File: src/rtl/psw_pkg.sv
// package: register map, field layout, timing constants and carrier types
// Behaviour
// - per-source enable, status output of pending enabled
// - twelve named power-domain interrupt sources
// - each source maskable and clearable by software
// - first power-on, power-off irq, shutdown power-on
// - first battery power-on yields ok, reset flag, first power-on pulse
// - charger irq on insert, remove, full, low
// - pin monitor irq only for pmu-owned pins
// - timer reaching duration asserts sleep end
// - oscillator and analog up before timeout sleep end
// - preparation end stops timer, resumes baseband clock
// - async wake starts analog power-up at once
// - async wake extends count, then sleep end
// - sleep powers off digital, keeps retention, clock
// - converter, oscillator, regulator steps have programmable timing
// - shutdown wakes only on power-key pin
// - sleep clock is 62.5 kHz, needs calibration
package psw_pkg;
  localparam int NSRC = 12;
  // source bit positions
  localparam int SRC_CAL = 0;
  localparam int SRC_WAKE = 1;
  localparam int SRC_ALMA = 2;
  localparam int SRC_ALMB = 3;
  localparam int SRC_KEY = 4;
  localparam int SRC_PKEY = 5;
  localparam int SRC_WDT = 6;
  localparam int SRC_CHG = 7;
  localparam int SRC_ULV = 8;
  localparam int SRC_PIN = 9;
  localparam int SRC_QUADRATURE_DECODER_IRQ = 10;
  localparam int SRC_OTP = 11;
  // register offsets (byte addresses)
  localparam logic [7:0] A_IRQ_EN = 8'h00;
  localparam logic [7:0] A_IRQ_PEND = 8'h04;
  localparam logic [7:0] A_IRQ_CLR = 8'h08;
  localparam logic [7:0] A_SLP_DUR = 8'h0C;
  localparam logic [7:0] A_SLP_CTRL = 8'h10;
  localparam logic [7:0] A_SLP_CNT = 8'h14;
  localparam logic [7:0] A_T_OSC = 8'h18;
  localparam logic [7:0] A_T_EXT = 8'h1C;
  localparam logic [7:0] A_T_SEQ = 8'h20;
  localparam logic [7:0] A_STATUS = 8'h24;
  localparam logic [7:0] A_PIN_OWN = 8'h28;
  // control bits in sleep control register
  localparam int CTL_START = 0;
  localparam int CTL_SHUT = 1;
  localparam int CTL_CAL = 2;
  // reset values
  localparam logic [11:0] RST_EN = 12'h000;
  localparam logic [7:0] RST_T_OSC = 8'h04;
  localparam logic [7:0] RST_T_EXT = 8'h04;
  localparam logic [7:0] RST_T_SEQ = 8'h02;
  // low-power clock rate and the divider count from the system clock
  localparam int CLK_HZ = 250_000_000;
  localparam int LP_HZ_X10 = 625_000; // 62.5 kHz times ten
  localparam int LP_DIV = (CLK_HZ / LP_HZ_X10) * 10;
  typedef enum logic [2:0] {
    PSW_RUN = 3'b000,
    PSW_SLEEP = 3'b001,
    PSW_DCDC = 3'b010,
    PSW_OSC = 3'b011,
    PSW_LDO = 3'b100,
    PSW_PREP = 3'b101,
    PSW_SHUT = 3'b110
  } psw_state_t;
  // register bus request
  typedef struct packed {
    logic wr;
    logic rd;
    logic [7:0] addr;
    logic [31:0] wdata;
  } psw_bus_t;
  // power enable outputs
  typedef struct packed {
    logic dcdc;
    logic osc;
    logic ldo;
    logic pd_on;
    logic bb_clk;
  } psw_pwr_t;
endpackage

File: src/rtl/psw_sync.sv
// two-stage synchroniser with rising-edge pulse on the settled value
`timescale 1ns/10ps
module psw_sync #(
  parameter int W = 1
) (
  // clock and reset
  input wire logic i_clk,
  input wire logic i_sys_rst,
  // asynchronous levels in, settled levels and rising pulses out
  input wire logic [W-1:0] i_async,
  output logic [W-1:0] o_level,
  output logic [W-1:0] o_rise
);
  typedef struct packed {
    logic [W-1:0] s1;
    logic [W-1:0] s2;
    logic [W-1:0] s3;
  } psw_sync_t;
  psw_sync_t q, next_q;
  // first stage feeds only the second
  always_comb begin
    next_q.s1 = i_async;
    next_q.s2 = q.s1;
    next_q.s3 = q.s2;
  end
  always_ff @(posedge i_clk) begin
    if (i_sys_rst) begin
      q <= '0;
    end else begin
      q <= next_q;
    end
  end
  assign o_level = q.s2;
  assign o_rise = q.s2 & ~q.s3;
endmodule

File: src/rtl/psw_pmu.sv
// power management interrupt controller and sleep timer sequencer
//
// The placing of the registers and the plain strobed port are this design's own decisions.
`timescale 1ns/10ps
module psw_pmu
  import psw_pkg::*;
#(
  parameter int CNT_W = 32,
  parameter int NPIN = 8,
  parameter int LP_DIVIDE = LP_DIV
) (
  // clock and reset
  input wire logic i_clk,
  input wire logic i_sys_rst,
  // register port
  input wire psw_bus_t i_bus,
  output logic [31:0] o_rdata,
  // asynchronous event sources (levels from other domains)
  input wire logic i_cal_done,
  input wire logic i_alarm_a_irq,
  input wire logic i_alarm_b_irq,
  input wire logic i_key_event,
  input wire logic i_power_key,
  input wire logic i_watchdog_irq,
  input wire logic [3:0] i_charger_evt,
  input wire logic i_ulv_off,
  input wire logic [NPIN-1:0] i_pin_mon,
  input wire logic i_quadrature_decoder_irq,
  input wire logic i_over_temp,
  input wire logic i_wake_req,
  input wire logic i_vbat_present,
  // interrupt and power-on indications
  output logic o_irq_status,
  output logic o_first_power_on,
  output logic o_power_off_irq,
  output logic o_shutdown_power_on,
  output logic o_battery_ok,
  output logic o_battery_on_reset_flag,
  output logic o_power_key,
  // sleep sequencing
  output logic o_sleep_end,
  output logic o_sleep_timer_wake_irq,
  output logic o_oscillator_enable_out,
  output psw_pwr_t o_pwr,
  output logic o_retain
);
  // six single events, four charger bits, ulv, the pins, then quadrature_decoder_irq,
  // over-temperature, wake request and battery presence
  localparam int NA = 11 + NPIN + 4;
  localparam int DW = $clog2(LP_DIVIDE);
  localparam logic [DW-1:0] DIV_LAST = DW'(LP_DIVIDE - 1);

  typedef struct packed {
    logic [11:0] en;
    logic [11:0] pend;
    logic [NPIN-1:0] pin_own;
    logic [CNT_W-1:0] dur;
    logic [CNT_W-1:0] cnt;
    logic [7:0] t_osc;
    logic [7:0] t_ext;
    logic [7:0] t_seq;
    logic [7:0] step;
    logic cal_ok;
    logic shut_req;
    logic async_wake;
    logic shut_wake;
    logic [7:0] ext;
    logic [DW-1:0] div;
    psw_state_t st;
    logic vbat_seen;
    logic bor;
    logic first_on;
    logic off_irq;
    logic shut_on;
    logic end_pulse;
    logic [31:0] rdata;
    logic irq;
    psw_pwr_t pwr;
    logic retain;
  } psw_st_t;
  psw_st_t q, next_q;

  logic [NA-1:0] s_lvl, s_rise;
  logic [11:0] evt;
  logic lp_tick;

  // every pin-domain input is settled before any logic looks at it
  psw_sync #(.W(NA)) u_sync (
    .i_clk(i_clk),
    .i_sys_rst(i_sys_rst),
    .i_async({i_cal_done, i_alarm_a_irq, i_alarm_b_irq, i_key_event,
              i_power_key, i_watchdog_irq, i_charger_evt, i_ulv_off,
              i_pin_mon, i_quadrature_decoder_irq, i_over_temp,
              i_wake_req, i_vbat_present}),
    .o_level(s_lvl),
    .o_rise(s_rise)
  );

  // compare two counts; shared by power-up start and duration checks
  function automatic logic reached(input logic [CNT_W-1:0] a,
                                   input logic [CNT_W-1:0] b);
    reached = (a >= b);
  endfunction

  // map settled edges onto source bits
  always_comb begin
    evt = '0;
    evt[SRC_CAL] = s_rise[NA-1];
    evt[SRC_ALMA] = s_rise[NA-2];
    evt[SRC_ALMB] = s_rise[NA-3];
    evt[SRC_KEY] = s_rise[NA-4];
    evt[SRC_PKEY] = s_rise[NA-5];
    evt[SRC_WDT] = s_rise[NA-6];
    evt[SRC_CHG] = |s_rise[NA-7 -: 4];
    evt[SRC_ULV] = s_rise[NA-11];
    evt[SRC_PIN] = |(s_rise[NA-12 -: NPIN] & q.pin_own);
    evt[SRC_QUADRATURE_DECODER_IRQ] = s_rise[3];
    evt[SRC_OTP] = s_rise[2];
    evt[SRC_WAKE] = q.end_pulse;
  end

  // low-power tick: one pulse per 62.5 kHz period
  assign lp_tick = (q.div == DIV_LAST);

  always_comb begin
    next_q = q;
    next_q.end_pulse = 1'b0;
    next_q.first_on = 1'b0;
    next_q.off_irq = 1'b0;
    next_q.shut_on = 1'b0;
    next_q.div = lp_tick ? '0 : q.div + 1'b1;
    // register writes
    if (i_bus.wr) begin
      case (i_bus.addr)
        A_IRQ_EN: next_q.en = i_bus.wdata[11:0];
        A_IRQ_CLR: next_q.pend = q.pend & ~i_bus.wdata[11:0];
        A_SLP_DUR: next_q.dur = i_bus.wdata[CNT_W-1:0];
        A_T_OSC: next_q.t_osc = i_bus.wdata[7:0];
        A_T_EXT: next_q.t_ext = i_bus.wdata[7:0];
        A_T_SEQ: next_q.t_seq = i_bus.wdata[7:0];
        A_PIN_OWN: next_q.pin_own = i_bus.wdata[NPIN-1:0];
        A_SLP_CTRL: begin
          if (i_bus.wdata[CTL_CAL]) begin
            next_q.cal_ok = 1'b1;
          end
          // duration is compared live from its register throughout the sleep, not latched at start
          if (i_bus.wdata[CTL_START] && q.st == PSW_RUN && q.cal_ok) begin
            next_q.st = PSW_SLEEP;
            next_q.cnt = '0;
            next_q.async_wake = 1'b0;
            next_q.pwr.pd_on = 1'b0;
            next_q.pwr.bb_clk = 1'b0;
            next_q.pwr.osc = 1'b0;
            next_q.pwr.ldo = 1'b0;
            next_q.pwr.dcdc = 1'b0;
          end else if (i_bus.wdata[CTL_SHUT] && q.st == PSW_RUN) begin
            next_q.st = PSW_SHUT;
            next_q.off_irq = 1'b1;
            next_q.pwr = '0;
          end
        end
        default: ;
      endcase
    end
    // hardware sets win over software clear
    next_q.pend = next_q.pend | evt;
    // a status read clears the reset flag, but a new first power-on
    // in the same cycle must not be lost, so the set comes after
    if (i_bus.rd && i_bus.addr == A_STATUS) begin
      next_q.bor = 1'b0;
    end
    // battery first power-on
    if (s_lvl[0] && !q.vbat_seen) begin
      next_q.vbat_seen = 1'b1;
      next_q.bor = 1'b1;
      next_q.first_on = 1'b1;
    end else if (!s_lvl[0]) begin
      next_q.vbat_seen = 1'b0;
    end
    // sleep sequencer, counts on low-power ticks
    case (q.st)
      PSW_RUN: ;
      PSW_SLEEP: begin
        if (lp_tick) begin
          next_q.cnt = q.cnt + 1'b1;
        end
        if (s_rise[1]) begin
          next_q.async_wake = 1'b1;
          next_q.ext = '0;
          next_q.st = PSW_DCDC;
          next_q.step = '0;
          next_q.pwr.dcdc = 1'b1;
        end else if (reached(q.cnt + CNT_W'(q.t_osc) + CNT_W'({q.t_seq, 1'b0}),
                             q.dur)) begin
          next_q.st = PSW_DCDC;
          next_q.step = '0;
          next_q.pwr.dcdc = 1'b1;
        end
      end
      PSW_DCDC, PSW_OSC, PSW_LDO: begin
        if (lp_tick) begin
          next_q.cnt = q.cnt + 1'b1;
          next_q.step = q.step + 1'b1;
          if (q.step + 8'h01 >= q.t_seq) begin
            next_q.step = '0;
            if (q.st == PSW_DCDC) begin
              next_q.st = PSW_OSC;
              next_q.pwr.osc = 1'b1;
            end else if (q.st == PSW_OSC) begin
              next_q.st = PSW_LDO;
              next_q.pwr.ldo = 1'b1;
            end else begin
              next_q.st = PSW_PREP;
              next_q.pwr.pd_on = 1'b1;
            end
          end
        end
      end
      PSW_PREP: begin
        if (lp_tick) begin
          next_q.cnt = q.cnt + 1'b1;
          next_q.step = q.step + 1'b1;
        end
        // a power-on from shutdown ends here with no wake event;
        // timeout ends at duration, async wake once the extension,
        // counted from the request itself, has run out
        if (q.shut_wake) begin
          next_q.st = PSW_RUN;
          next_q.shut_wake = 1'b0;
          next_q.pwr.bb_clk = 1'b1;
        end else if ((!q.async_wake && reached(q.cnt, q.dur)) ||
            (q.async_wake && q.ext >= q.t_ext)) begin
          next_q.st = PSW_RUN;
          next_q.pwr.bb_clk = 1'b1;
          next_q.end_pulse = 1'b1;
        end
      end
      PSW_SHUT: begin
        // supplies come up in the same order as after sleep, so the
        // converter is never asked to feed the regulators cold
        if (s_rise[NA-5]) begin
          next_q.st = PSW_DCDC;
          next_q.step = '0;
          next_q.shut_wake = 1'b1;
          next_q.shut_on = 1'b1;
          next_q.pwr.dcdc = 1'b1;
        end
      end
      default: next_q.st = PSW_RUN;
    endcase
    // low-power ticks since the wake request, held at full scale
    if (lp_tick && q.async_wake && q.ext != 8'hFF) begin
      next_q.ext = q.ext + 8'h01;
    end
    // register reads, answer one cycle later
    next_q.rdata = '0;
    if (i_bus.rd) begin
      case (i_bus.addr)
        A_IRQ_EN: next_q.rdata = {20'h0, q.en};
        A_IRQ_PEND: next_q.rdata = {20'h0, q.pend};
        A_SLP_DUR: next_q.rdata = 32'(q.dur);
        A_SLP_CNT: next_q.rdata = 32'(q.cnt);
        A_T_OSC: next_q.rdata = {24'h0, q.t_osc};
        A_T_EXT: next_q.rdata = {24'h0, q.t_ext};
        A_T_SEQ: next_q.rdata = {24'h0, q.t_seq};
        A_PIN_OWN: next_q.rdata = 32'(q.pin_own);
        A_STATUS: next_q.rdata = {24'h0, q.async_wake, q.bor, q.cal_ok,
                                  q.vbat_seen, 1'b0, q.st};
        default: next_q.rdata = '0;
      endcase
    end
    next_q.irq = |(next_q.pend & next_q.en);
    // retention flag has its own flop so the pin is glitch free
    next_q.retain = ~next_q.pwr.pd_on;
  end

  always_ff @(posedge i_clk) begin
    if (i_sys_rst) begin
      q <= '0;
      q.en <= RST_EN;
      q.t_osc <= RST_T_OSC;
      q.t_ext <= RST_T_EXT;
      q.t_seq <= RST_T_SEQ;
      q.st <= PSW_RUN;
      q.pwr <= '1;
    end else begin
      q <= next_q;
    end
  end

  // outputs straight from state flops
  assign o_rdata = q.rdata;
  assign o_irq_status = q.irq;
  assign o_first_power_on = q.first_on;
  assign o_power_off_irq = q.off_irq;
  assign o_shutdown_power_on = q.shut_on;
  assign o_battery_ok = q.vbat_seen;
  assign o_battery_on_reset_flag = q.bor;
  assign o_power_key = q.pwr.pd_on;
  assign o_sleep_end = q.end_pulse;
  assign o_sleep_timer_wake_irq = q.pend[SRC_WAKE];
  assign o_oscillator_enable_out = q.pwr.osc;
  assign o_pwr = q.pwr;
  assign o_retain = q.retain;
endmodule

File: config.mk
export PLATFORM = sky130hd
export DESIGN_NAME = psw_pmu
export DESIGN_NICKNAME = d
export VERILOG_FILES = /design/src/rtl/psw_pkg.sv /design/src/rtl/psw_sync.sv /design/src/rtl/psw_pmu.sv
export SDC_FILE = /design/constraint.sdc
export NUM_CORES = 1
export LEC_CHECK = 0
export BUFFER_PORTS_ARGS = -buffer_cell sky130_fd_sc_hd__buf_4
export CORE_MARGIN = 2
export CORE_UTILIZATION = 57
export CTS_BUF_LIST = sky130_fd_sc_hd__clkbuf_2
export CTS_CLUSTER_SIZE = 30
export DETAILED_ROUTE_END_ITERATION = 8
export MAX_ROUTING_LAYER = met4
export PLACE_DENSITY = 0.89
export SLEW_MARGIN = 0
export SYNTH_ARGS = -nofsm -noshare
export SYNTH_HDL_FRONTEND = slang
export SYNTH_SLANG_ARGS = --single-unit
export TNS_END_PERCENT = 20
File: constraint.sdc
create_clock -name i_clk -period 10.65 [get_ports i_clk]
set_input_delay 2.13 -clock i_clk [delete_from_list [all_inputs] [get_ports i_clk]]
set_output_delay 2.13 -clock i_clk [all_outputs]
set_load 0.02 [all_outputs]
Yosys cells after proc, flatten, opt, wreduce, memory -nomap -nowiden
Index checks and enable logic that the tools add are counted.
- flip-flop bits (word level): 268
- output and inout port bits: 48
- logic and storage cells: 185
- add/sub/neg operators: 6
- order comparisons: 4
- equal/unequal tests: 23
- mux-type cells: 69
- bitwise operators: 13
- reductions and logical operators: 38
- operator list (kind ; number):
    case mux 32 bit (9 select lines) ; 1
    2-to-1 mux 32 bit ; 5
    2-to-1 mux 120 bit ; 1
    2-to-1 mux 8 bit ; 13
    >= comparator 32 bit ; 2
    2-to-1 mux 3 bit ; 15
    adder 32 x 1 -> 32 bit, second input constant ; 1
    adder 32 x 8 -> 32 bit ; 1
    adder 32 x 9 -> 32 bit ; 1
    equality test 8 x 5 -> 1 bit, second input constant ; 4
    case mux 8 bit (4 select lines) ; 1
    bitwise AND 12 bit ; 2
    equality test 8 x 6 -> 1 bit, second input constant ; 3
    2-to-1 mux 12 bit ; 2
    bitwise AND 23 bit ; 1
    inverter 23 bit ; 1
    2-to-1 mux 1 bit ; 22
    2-to-1 mux 5 bit ; 4
    adder 8 x 1 -> 8 bit, second input constant ; 2
    equality test 8 x 4 -> 1 bit, second input constant ; 2
    >= comparator 8 bit ; 2
    case mux 3 bit (5 select lines) ; 1
    AND reduction 2 bit ; 7
    adder 12 x 1 -> 12 bit, second input constant ; 1
    other kinds (29) ; 58

Depth between registers and ports, before layout
Gate-level depths: netlist of run 1.
- word-level depth: 12
- depth in mapped cells: 19
- depth with buffers taken out: 18

Hierarchy
A second synthesis of run 1 with hierarchy kept.
- cells, all modules: 1587
- area total of the unflattened synthesis: 13644.3 um2
- by module, submodules not included (module ; instances ; cells an instance ; area each (um2) ; sequential area each (um2)):
    psw_pmu ; 1 ; 1396 ; 11471.0 ; 3983.8
    psw_sync ; 1 ; 191 ; 2173.3 ; 1381.3

Worst setup path after synthesis of run 1
OpenSTA, ideal clock, no wires.
- path kind: register -> register
- start point: reg q[106] (netlist name)
- end point: reg q[77] (netlist name)
- setup time: 117 ps
- data arrival time: 4597 ps
- data required time: 10533 ps
- setup slack: 5936 ps
- stages on the path, launching flop included: 19
- buffers on the path: 1
- period minus slack after synthesis: 4714 ps
- cell sequence: dfxtp_1 fa_1 ha_1 a21oi_1 o21a_1 o21ai_0 a31o_2 a21oi_1 clkbuf_1 nor3_1 xnor2_1 ha_1 nand4_2 or4_4 nor2_4 o2bb2ai_2 o21ai_2 or3_2 a32o_1
- longest elaborated chain between the ends: 5
- RTL lines (what ; line ; RTL):
    from (decl) ; psw_pmu.sv:81 ; psw_st_t q, next_q;
    from (signal assigned) ; psw_pmu.sv:287 ; q <= next_q;
    adder 32 x 8 -> 32 bit ; psw_pmu.sv:193 ; end else if (reached(q.cnt + CNT_W'(q.t_osc) + CNT_W'({q.t_seq, 1'b0}),
    adder 32 x 9 -> 32 bit ; psw_pmu.sv:193 ;
    >= comparator 32 bit ; psw_pmu.sv:102 ; reached = (a >= b);
    != test 3 bit (no source line) ; -- ;
    AND reduction 5 bit (no source line) ; -- ;
Every way passes these cells.
A chain may end at the register's enable or synchronous reset.

Final worst setup path of run 1
Ends and elaborated chain as after synthesis.

==> run_results.csv, run 1 <==
group,metric,value,unit
run_status,status,"completed",
yosys,yosys_warnings,0,
min_path,holdPathStages,1,
yosys,synth_top_area_share,40.19,%
die,dieHeight,156.7,µm
route,viasPerCell,5.898,
route,wirelength,35.01,mm
yosys,synth.distinct_cells,79,
sta,worstMarginPinSlew,1269,ps
power_and_ir_drop,switchingPower,0.4785,mW
cells_and_area,n_fill_cell,1909,
grt,gr-total-overflow,0,
sta,setup_viol,0,
cts,htreeDepth,3,
sta,timing.fmax,172.7,MHz
place,dp_hpwl,25.23,mm
setup_path,path_class,"reg2reg",
yosys,synth_area_leaders,"dfxtp_1 40%, ha_1 8.9%, a21oi_1 5.2%, nand2_1 5.2%, nor2b_1 3.7%",
grt,grt_pass1_wl,55.97,mm
die,num_rows,55,
setup_path,critPathArrivalTime,6540,ps
cts,clock_sinks,267,
route,met1_length,14.40,mm
route,wl_met2,15.98,mm
power_and_ir_drop,pwr-share-clk,39.3,%
sta,finalSetupTns,0,ps
route,routed-wl-met3,3.492,mm
route,drt_iter0_markers,1260,
route,vias,11730,
grt,antenna_found_initial,1,
cts,cts-resized-gates,0,
setup_path,endpoint,"q[77]$_SDFFE_PP0P_",
yosys,synthFlopType,"dfxtp_1",
yosys,synth_area_per_cell,8.569,µm²
setup_path,endpoint_kind,"register",
cells_and_area,drive_above_1_share,16.01,%
cts,cts.path.max_buffers,3,
route,drc,0,
yosys,seq_area_frac_synth,40.19,%
place,place_congestion,0.9722,
grt,grt_start_max_net_pins,111,
sta,rsz0062_at_grt,"no",
power_and_ir_drop,ir_drop,132.9,µV
min_path,hold_class,"reg2reg",
setup_path,required,11400,ps
yosys,syn_inst,1552,
die,fp.dieW,156.7,µm
cells_and_area,final_nets,1798,
cts,clk_pin_slew,110,ps
setup_path,crit_fanout,12,
cts,cts_buffers,70,
yosys,syn_nets,1722,
setup_path,setup.worst_path.start_class,"register",
sta,clock_skew,108.5,ps
route,top_layer_used,"met4",
flow_run,cap_violations,0,
yosys,synth_top_cell_by_area,"dfxtp_1",
setup_path,timing.rr.start,"q[106]$_SDFF_PP0_",
sta,drv_slew,0,
grt,grt_pass1_vias,11020,
die,io_pins,115,
power_and_ir_drop,p_leak,5.909,nW
power_and_ir_drop,pwr_density_cell,122.6,mW/mm²
cts,cts_setup_buffers,0,
power_and_ir_drop,comb_power_share,4.0,%
power_and_ir_drop,swShare,26.61,%
power_and_ir_drop,seq_power_share,56.7,%
cts,clk_latency,920,ps
yosys,netlist_area,0.01330,mm²
sta,hold_viol,0,
grt,track_usage,29.53,%
cells_and_area,syn2layout_area_growth,10.26,%
cts,root_buffer,"clkbuf_2",
setup_path,reg2reg_slack,4860,ps
place,io_buffer_count,114,
route,wl_per_cell,17.60,µm
sta,period_minus_slack,5791,ps
die,core-area,0.02278,mm²
power_and_ir_drop,p_total,1.798,mW
power_and_ir_drop,intPower,1.320,mW
cts,cts_tree,"yes",
yosys,ys_seq_elements,267,
route,dr.pass1.iters,6,
die,start_util,58.39,%
route,antenna_left,0,
yosys,async_flop_share,0,%
cts,hold_buffers,0,
sta,slew_headroom,14.90,%
die,die_area,0.02457,mm²
sta,post-route-period-util,54.37,%
yosys,synth_edf_count,0,
setup_path,worstRegToRegCells,17,
setup_path,rr_endpoint,"q[77]$_SDFFE_PP0P_",
setup_path,critical_path.startpoint,"q[106]$_SDFF_PP0_",
critical path: stages (launching register included):
cell and delay, ps:
dfxtp_1 530, fa_1 530, ha_1 320, a21oi_1 190, o21a_1 140, o21ai_0 150
a31o_2 280, a21oi_1 790, nor4_1 180, xor2_1 200, ha_1 340, nand4_2 120
or4_4 590, nor2_4 100, o2bb2ai_2 180, o21ai_2 210, or3_2 510, a32o_1 260
flip-flops by register name, indices dropped and copies added, names as in the netlist, 3 cells and up:
register and flops:
o_rdata 32, q 153, u_sync.next_q 23, o_pwr 3, u_sync.q 22, u_sync.o_level 23
final cells by class:
cell class	count	area (µm²)	area share, %
Sequential cell	267	5345	36.45
Inverter	68	255.2	1.741
Clock buffer	98	490.5	3.345
Multi-Input combinational cell	1099	7124	48.58
Tap cell	313	391.6	2.671
Timing Repair Buffer	122	919.6	6.271
Antenna cell	2	5.005	0.03413
Clock inverter	20	132.6	0.9044
metal layers:
metal	up-vias	track usage, %
met5	-	-
met4	0	12.28
met3	88	6.591
met2	595	45.36
met1	5454	37.62
li1	5594	-
through the flow:
stage / cell area, µm² / utilization (%) / hold WS [ps] / setup slack [ps] / std cells
4_1_cts: 14660 / 64.36 / 440.5 / 4938 / 1987
6_report: 14660 / 64.38 / 434.3 / 4859 / 1989
5_1_grt: 14660 / 64.38 / 461.5 / 4589 / 1989
3_3_place_gp: 14040 / 61.62 / 415.4 / 5112 / 1869
3_5_place_dp: 14040 / 61.62 / 421.2 / 5036 / 1869
2_1_floorplan: 13300 / - / 413.8 / 5936 / 1552
cell usage in the layout, fill, tap and decap left out, types with 8 or more instances in the layout:
| cell type | count |
|---|---|
| nor3_1 | 21 |
| a21oi_1 | 139 |
| a22oi_1 | 38 |
| a22o_1 | 8 |
| a31oi_1 | 11 |
| clkbuf_2 | 98 |
| dfxtp_1 | 267 |
| nor2_1 | 122 |
| o22ai_1 | 8 |
| or3_1 | 9 |
| buf_4 | 121 |
| nand3_1 | 70 |
| a211oi_1 | 9 |
| clkinv_1 | 11 |
| fa_1 | 8 |
| nand2_1 | 183 |
| ha_1 | 95 |
| mux2i_1 | 12 |
| nand3b_1 | 15 |
| nand4_1 | 28 |
| xnor2_1 | 27 |
| inv_1 | 68 |
| xor2_1 | 32 |
| and3_1 | 12 |
| and4_1 | 11 |
| a221oi_1 | 8 |
| nor2b_1 | 78 |
| o21ai_0 | 35 |
cells in the mapped netlist (9+ instances only):
library cell,count
nor2b_1,78
a31oi_1,11
ha_1,95
a211oi_1,9
inv_1,68
dfxtp_1,267
o21ai_0,35
nor2_1,124
and4_1,11
nand3_1,70
xnor2_1,27
mux2i_1,12
nand2_1,183
a22oi_1,38
buf_4,37
or3_1,9
and3_1,12
clkbuf_1,69
nand3b_1,15
a21oi_1,139
xor2_1,32
nor3_1,22
nand4_1,28
worst min path at each step:
stage,slack [ps],end,startpoint
after global placement,420,u_sync.o_level[13]$_SDFF_PP0_,u_sync.next_q[36]$_SDFF_PP0_
final,430,u_sync.o_level[4]$_SDFF_PP0_,u_sync.next_q[27]$_SDFF_PP0_
after floorplan,410,u_sync.o_level[0]$_SDFF_PP0_,u_sync.next_q[23]$_SDFF_PP0_
after global routing,460,u_sync.o_level[17]$_SDFF_PP0_,u_sync.next_q[40]$_SDFF_PP0_
after CTS,440,u_sync.o_level[4]$_SDFF_PP0_,u_sync.next_q[27]$_SDFF_PP0_
after detailed placement,420,u_sync.o_level[7]$_SDFF_PP0_,u_sync.next_q[30]$_SDFF_PP0_
power groups by stage:
stage / logic (mW) / clock network [mW] / registers (mW)
floorplan: 0.0378 / 0 / 1.04
global placement: 0.0707 / 0 / 1.04
detailed placement: 0.0715 / 0 / 1.04
CTS: 0.0720 / 0.719 / 1.02
global route: 0.0787 / 0.772 / 1.02
finish: 0.0728 / 0.707 / 1.02
logic make-up (layout without fill, tap and decap cells):
family          Yosys count  in the layout  synth area share (%)
other cells               0              2                     0
compound gates          317            317                 15.32
mux                      18             18                 1.411
simple gates            602            602                 22.63
xor+xnor                 59             59                 3.886
fa+ha+maj               103            103                 10.14
buf+inv                 186            308                 6.426
flops                   267            267                 40.19
Power figures use the tool's default switching activity.
==> run 2: changes to the inputs <==
--- a/config.mk
+++ b/config.mk
@@ -5,6 +5,7 @@
 export SDC_FILE = /design/constraint.sdc
 export NUM_CORES = 1
 export LEC_CHECK = 0
+export ABC_AREA = 1
 export BUFFER_PORTS_ARGS = -buffer_cell sky130_fd_sc_hd__buf_4
 export CORE_MARGIN = 2
 export CORE_UTILIZATION = 57
@@ -12,7 +13,7 @@
 export CTS_CLUSTER_SIZE = 30
 export DETAILED_ROUTE_END_ITERATION = 8
 export MAX_ROUTING_LAYER = met4
-export PLACE_DENSITY = 0.89
+export PLACE_DENSITY = 0.88
 export SLEW_MARGIN = 0
 export SYNTH_ARGS = -nofsm -noshare
 export SYNTH_HDL_FRONTEND = slang
==> constraint.sdc (replaced) <==
create_clock -name i_clk -period 6 [get_ports i_clk]
set_input_delay 1.2 -clock i_clk [delete_from_list [all_inputs] [get_ports i_clk]]
set_output_delay 1.2 -clock i_clk [all_outputs]
set_load 0.02 [all_outputs]
==> run 2 against run 1 <==
  * Clock skew decreased by 47 ps
  * Fmax increased by 27%
  * First-iteration DRC count increased by 8.1%
  * Total power increased by 79%
  * Cell count increased by 20%
  * Utilization decreased by 0.86 points
  * Sequential power increased by 77%
  * Clock power increased by 77%
  * Global-route usage increased by 1.2 points
  * Worst setup slack got worse by 3400 ps
  * Routed wire length increased by 11%
  * Die area increased by 5.3%
  * Largest power group unchanged
  * Highest routed layer unchanged
==> run_results.csv, run 2 <==
group,metric,value,unit
sta,rsz0062_at_grt,"no",
yosys,seq_area_frac_synth,38.12,%
die,dieHeight,160.9,µm
flow_run,cap_violations,0,
route,drc,0,
yosys,synth_top_area_share,38.12,%
cells_and_area,drive_above_1_share,13.66,%
setup_path,critPathArrivalTime,5330,ps
route,dr.pass1.iters,7,
route,antenna_left,0,
cells_and_area,final_cell_mix,"324 x nand2_1, 288 x inv_1, 267 x dfxtp_1",
sta,post-route-period-util,76.18,%
place,io_buffer_count,114,
power_and_ir_drop,ir_drop,194.5,µV
setup_path,path_class,"reg2reg",
sta,hold_viol,0,
cts,cts-resized-gates,0,
route,vias,13090,
yosys,synth_area_leaders,"dfxtp_1 38%, nand2_1 8.7%, ha_1 8.5%, inv_1 7.7%, a21oi_1 6.0%",
min_path,hold_class,"reg2reg",
setup_path,crit_slowest_cell,"fa_1",
cells_and_area,largest_reg_flops,153,
yosys,yosys_warnings,0,
die,fp.dieW,160.9,µm
min_path,worstHoldStart,"u_sync.next_q[36]$_SDFF_PP0_",
cts,clk_latency,870,ps
grt,gr-total-overflow,0,
sta,worstMarginPinSlew,1209,ps
sta,slew_headroom,18.35,%
setup_path,path_common_cell,"nand2_1",
sta,finalSetupTns,0,ps
sta,drv_slew,0,
yosys,syn_nets,2096,
cells_and_area,n_fill_cell,2164,
yosys,synth_edf_count,0,
cts,htreeDepth,3,
place,dp_hpwl,28.37,mm
yosys,syn_inst,1926,
yosys,ys_seq_elements,267,
cells_and_area,syn2layout_area_growth,9.823,%
die,io_pins,115,
place,place_congestion,0.9905,
route,viasPerCell,5.475,
cts,hold_buffers,0,
die,start_util,57.83,%
setup_path,crit_fanout,9,
power_and_ir_drop,p_leak,6.928,nW
cells_and_area,fin_util,63.51,%
setup_path,max_stage_delay,470,ps
grt,grt_pass1_vias,12300,
cts,cts_tree,"yes",
sta,setup_viol,0,
setup_path,setup.worst_path.start_class,"register",
yosys,synth_top_cell_by_area,"dfxtp_1",
cells_and_area,regMostFlops,"q",
cts,root_buffer,"clkbuf_2",
cts,cts_setup_buffers,0,
cts,clk_pin_slew,100,ps
setup_path,endpoint_kind,"register",
route,wirelength,38.69,mm
yosys,netlist_area,0.01402,mm²
yosys,synth_most_common_cell,"nand2_1",
yosys,synth_area_per_cell,7.281,µm²
cells_and_area,final_common_cell,"nand2_1",
grt,grt_pass1_wl,61.76,mm
cells_and_area,final_nets,2185,
route,drt_iter0_markers,1362,
die,core-area,0.02425,mm²
cts,cts_buffers,69,
cts,clock_sinks,267,
yosys,synthFlopType,"dfxtp_1",
cts,cts.path.max_buffers,3,
yosys,async_flop_share,0,%
sta,clock_skew,60.98,ps
yosys,synth_common_cells,"324 x nand2_1, 289 x inv_1, 267 x dfxtp_1, 208 x nor2_1, 167 x a21oi_1",
power_and_ir_drop,pwr_density_cell,208.4,mW/mm²
route,wl_per_cell,16.19,µm
grt,track_usage,30.73,%
grt,grt_start_max_net_pins,93,
yosys,synth.distinct_cells,52,
run_status,status,"completed",
sta,timing.fmax,218.8,MHz
grt,antenna_found_initial,1,
setup_path,critical_path.startpoint,"q[105]$_SDFF_PP0_",
die,num_rows,57,
die,die_area,0.02587,mm²
setup_path,required,6760,ps
sta,period_minus_slack,4571,ps
setup_path,timing.rr.start,"q[105]$_SDFF_PP0_",
[run 2: cell types whose count changed after synthesis, sizes merged, moves of 12 or more]
| cell | before | now |
|---|---|---|
| nand2 | 184 | 333 |
| a21oi | 139 | 168 |
| inv | 68 | 309 |
| xnor2 | 27 | 3 |
| clkbuf | 69 | 46 |
| mux2i | 12 | 0 |
| o21ai | 36 | 149 |
| a211oi | 9 | 23 |
| nor2b | 78 | 0 |
| a22oi | 38 | 0 |
| and4 | 13 | 0 |
| nor2 | 128 | 222 |
| nor3 | 25 | 41 |
[run 2: cell type report]
type	instances	area, µm²	share of cell area (%)
Tap cell	324	405.4	2.632
Multi-Input combinational cell	1250	6975	45.29
Inverter	309	1160	7.531
Clock inverter	28	161.4	1.048
Clock buffer	93	465.4	3.022
Sequential cell	267	5345	34.71
Timing Repair Buffer	118	885.9	5.752
Antenna cell	1	2.502	0.01625
[run 2: critical path, delay by kind of cell (launching register included)]
kind / cells / cell delay, ps
compound gates: 4 / 660
xor+xnor: 1 / 140
fa+ha+maj: 4 / 1420
buf+inv: 2 / 120
flops: 1 / 440
simple gates: 16 / 1700
[run 2: cells by family after synthesis]
group	count (synthesis)	share of synthesized area [%]
simple gates	705	21.85
buf+inv	409	12.14
compound gates	405	15.96
flops	267	38.12
fa+ha+maj	103	9.618
xor+xnor	37	2.311
[run 2: final timing paths]
path / endpoint / slack (ps) / depth (start not counted)
worst max-delay path: q[79]$_SDFFE_PP0P_ / 1430 / 27
worst min-delay path: u_sync.o_level[13]$_SDFF_PP0_ / 400 / 2
worst max register to register: q[79]$_SDFFE_PP0P_ / 1430 / 27
worst min register to register: u_sync.o_level[13]$_SDFF_PP0_ / 400 / 2
[run 2: per-stage QoR]
stage	power, mW	area [µm²]	hold WS [ps]	instances	setup slack, ps
floorplan	1.927	14020	388.3	1926	2231
global placement	1.990	14770	389.0	2268	1663
detailed placement	1.995	14770	391.7	2268	1552
CTS	3.227	15400	405.4	2389	1504
global route	3.343	15400	404.2	2390	1011
finish	3.210	15400	401.0	2390	1429
[run 2: power breakdown]
| part | internal [mW] | switching (mW) |
|---|---|---|
| Sequential | 1.80 | 0.0104 |
| Combinational | 0.0545 | 0.0959 |
| Clock | 0.480 | 0.772 |
| Total | 2.33 | 0.878 |
[run 2: routing by layer]
metal | global-route usage (%) | vias to the layer above | wire length (µm)
met2 | 49.96 | 636 | 18130
met4 | 13.64 | 0 | 1615
li1 | - | 6417 | -
met5 | - | - | 0
met1 | 37.02 | 5914 | 15350
met3 | 6.147 | 118 | 3599
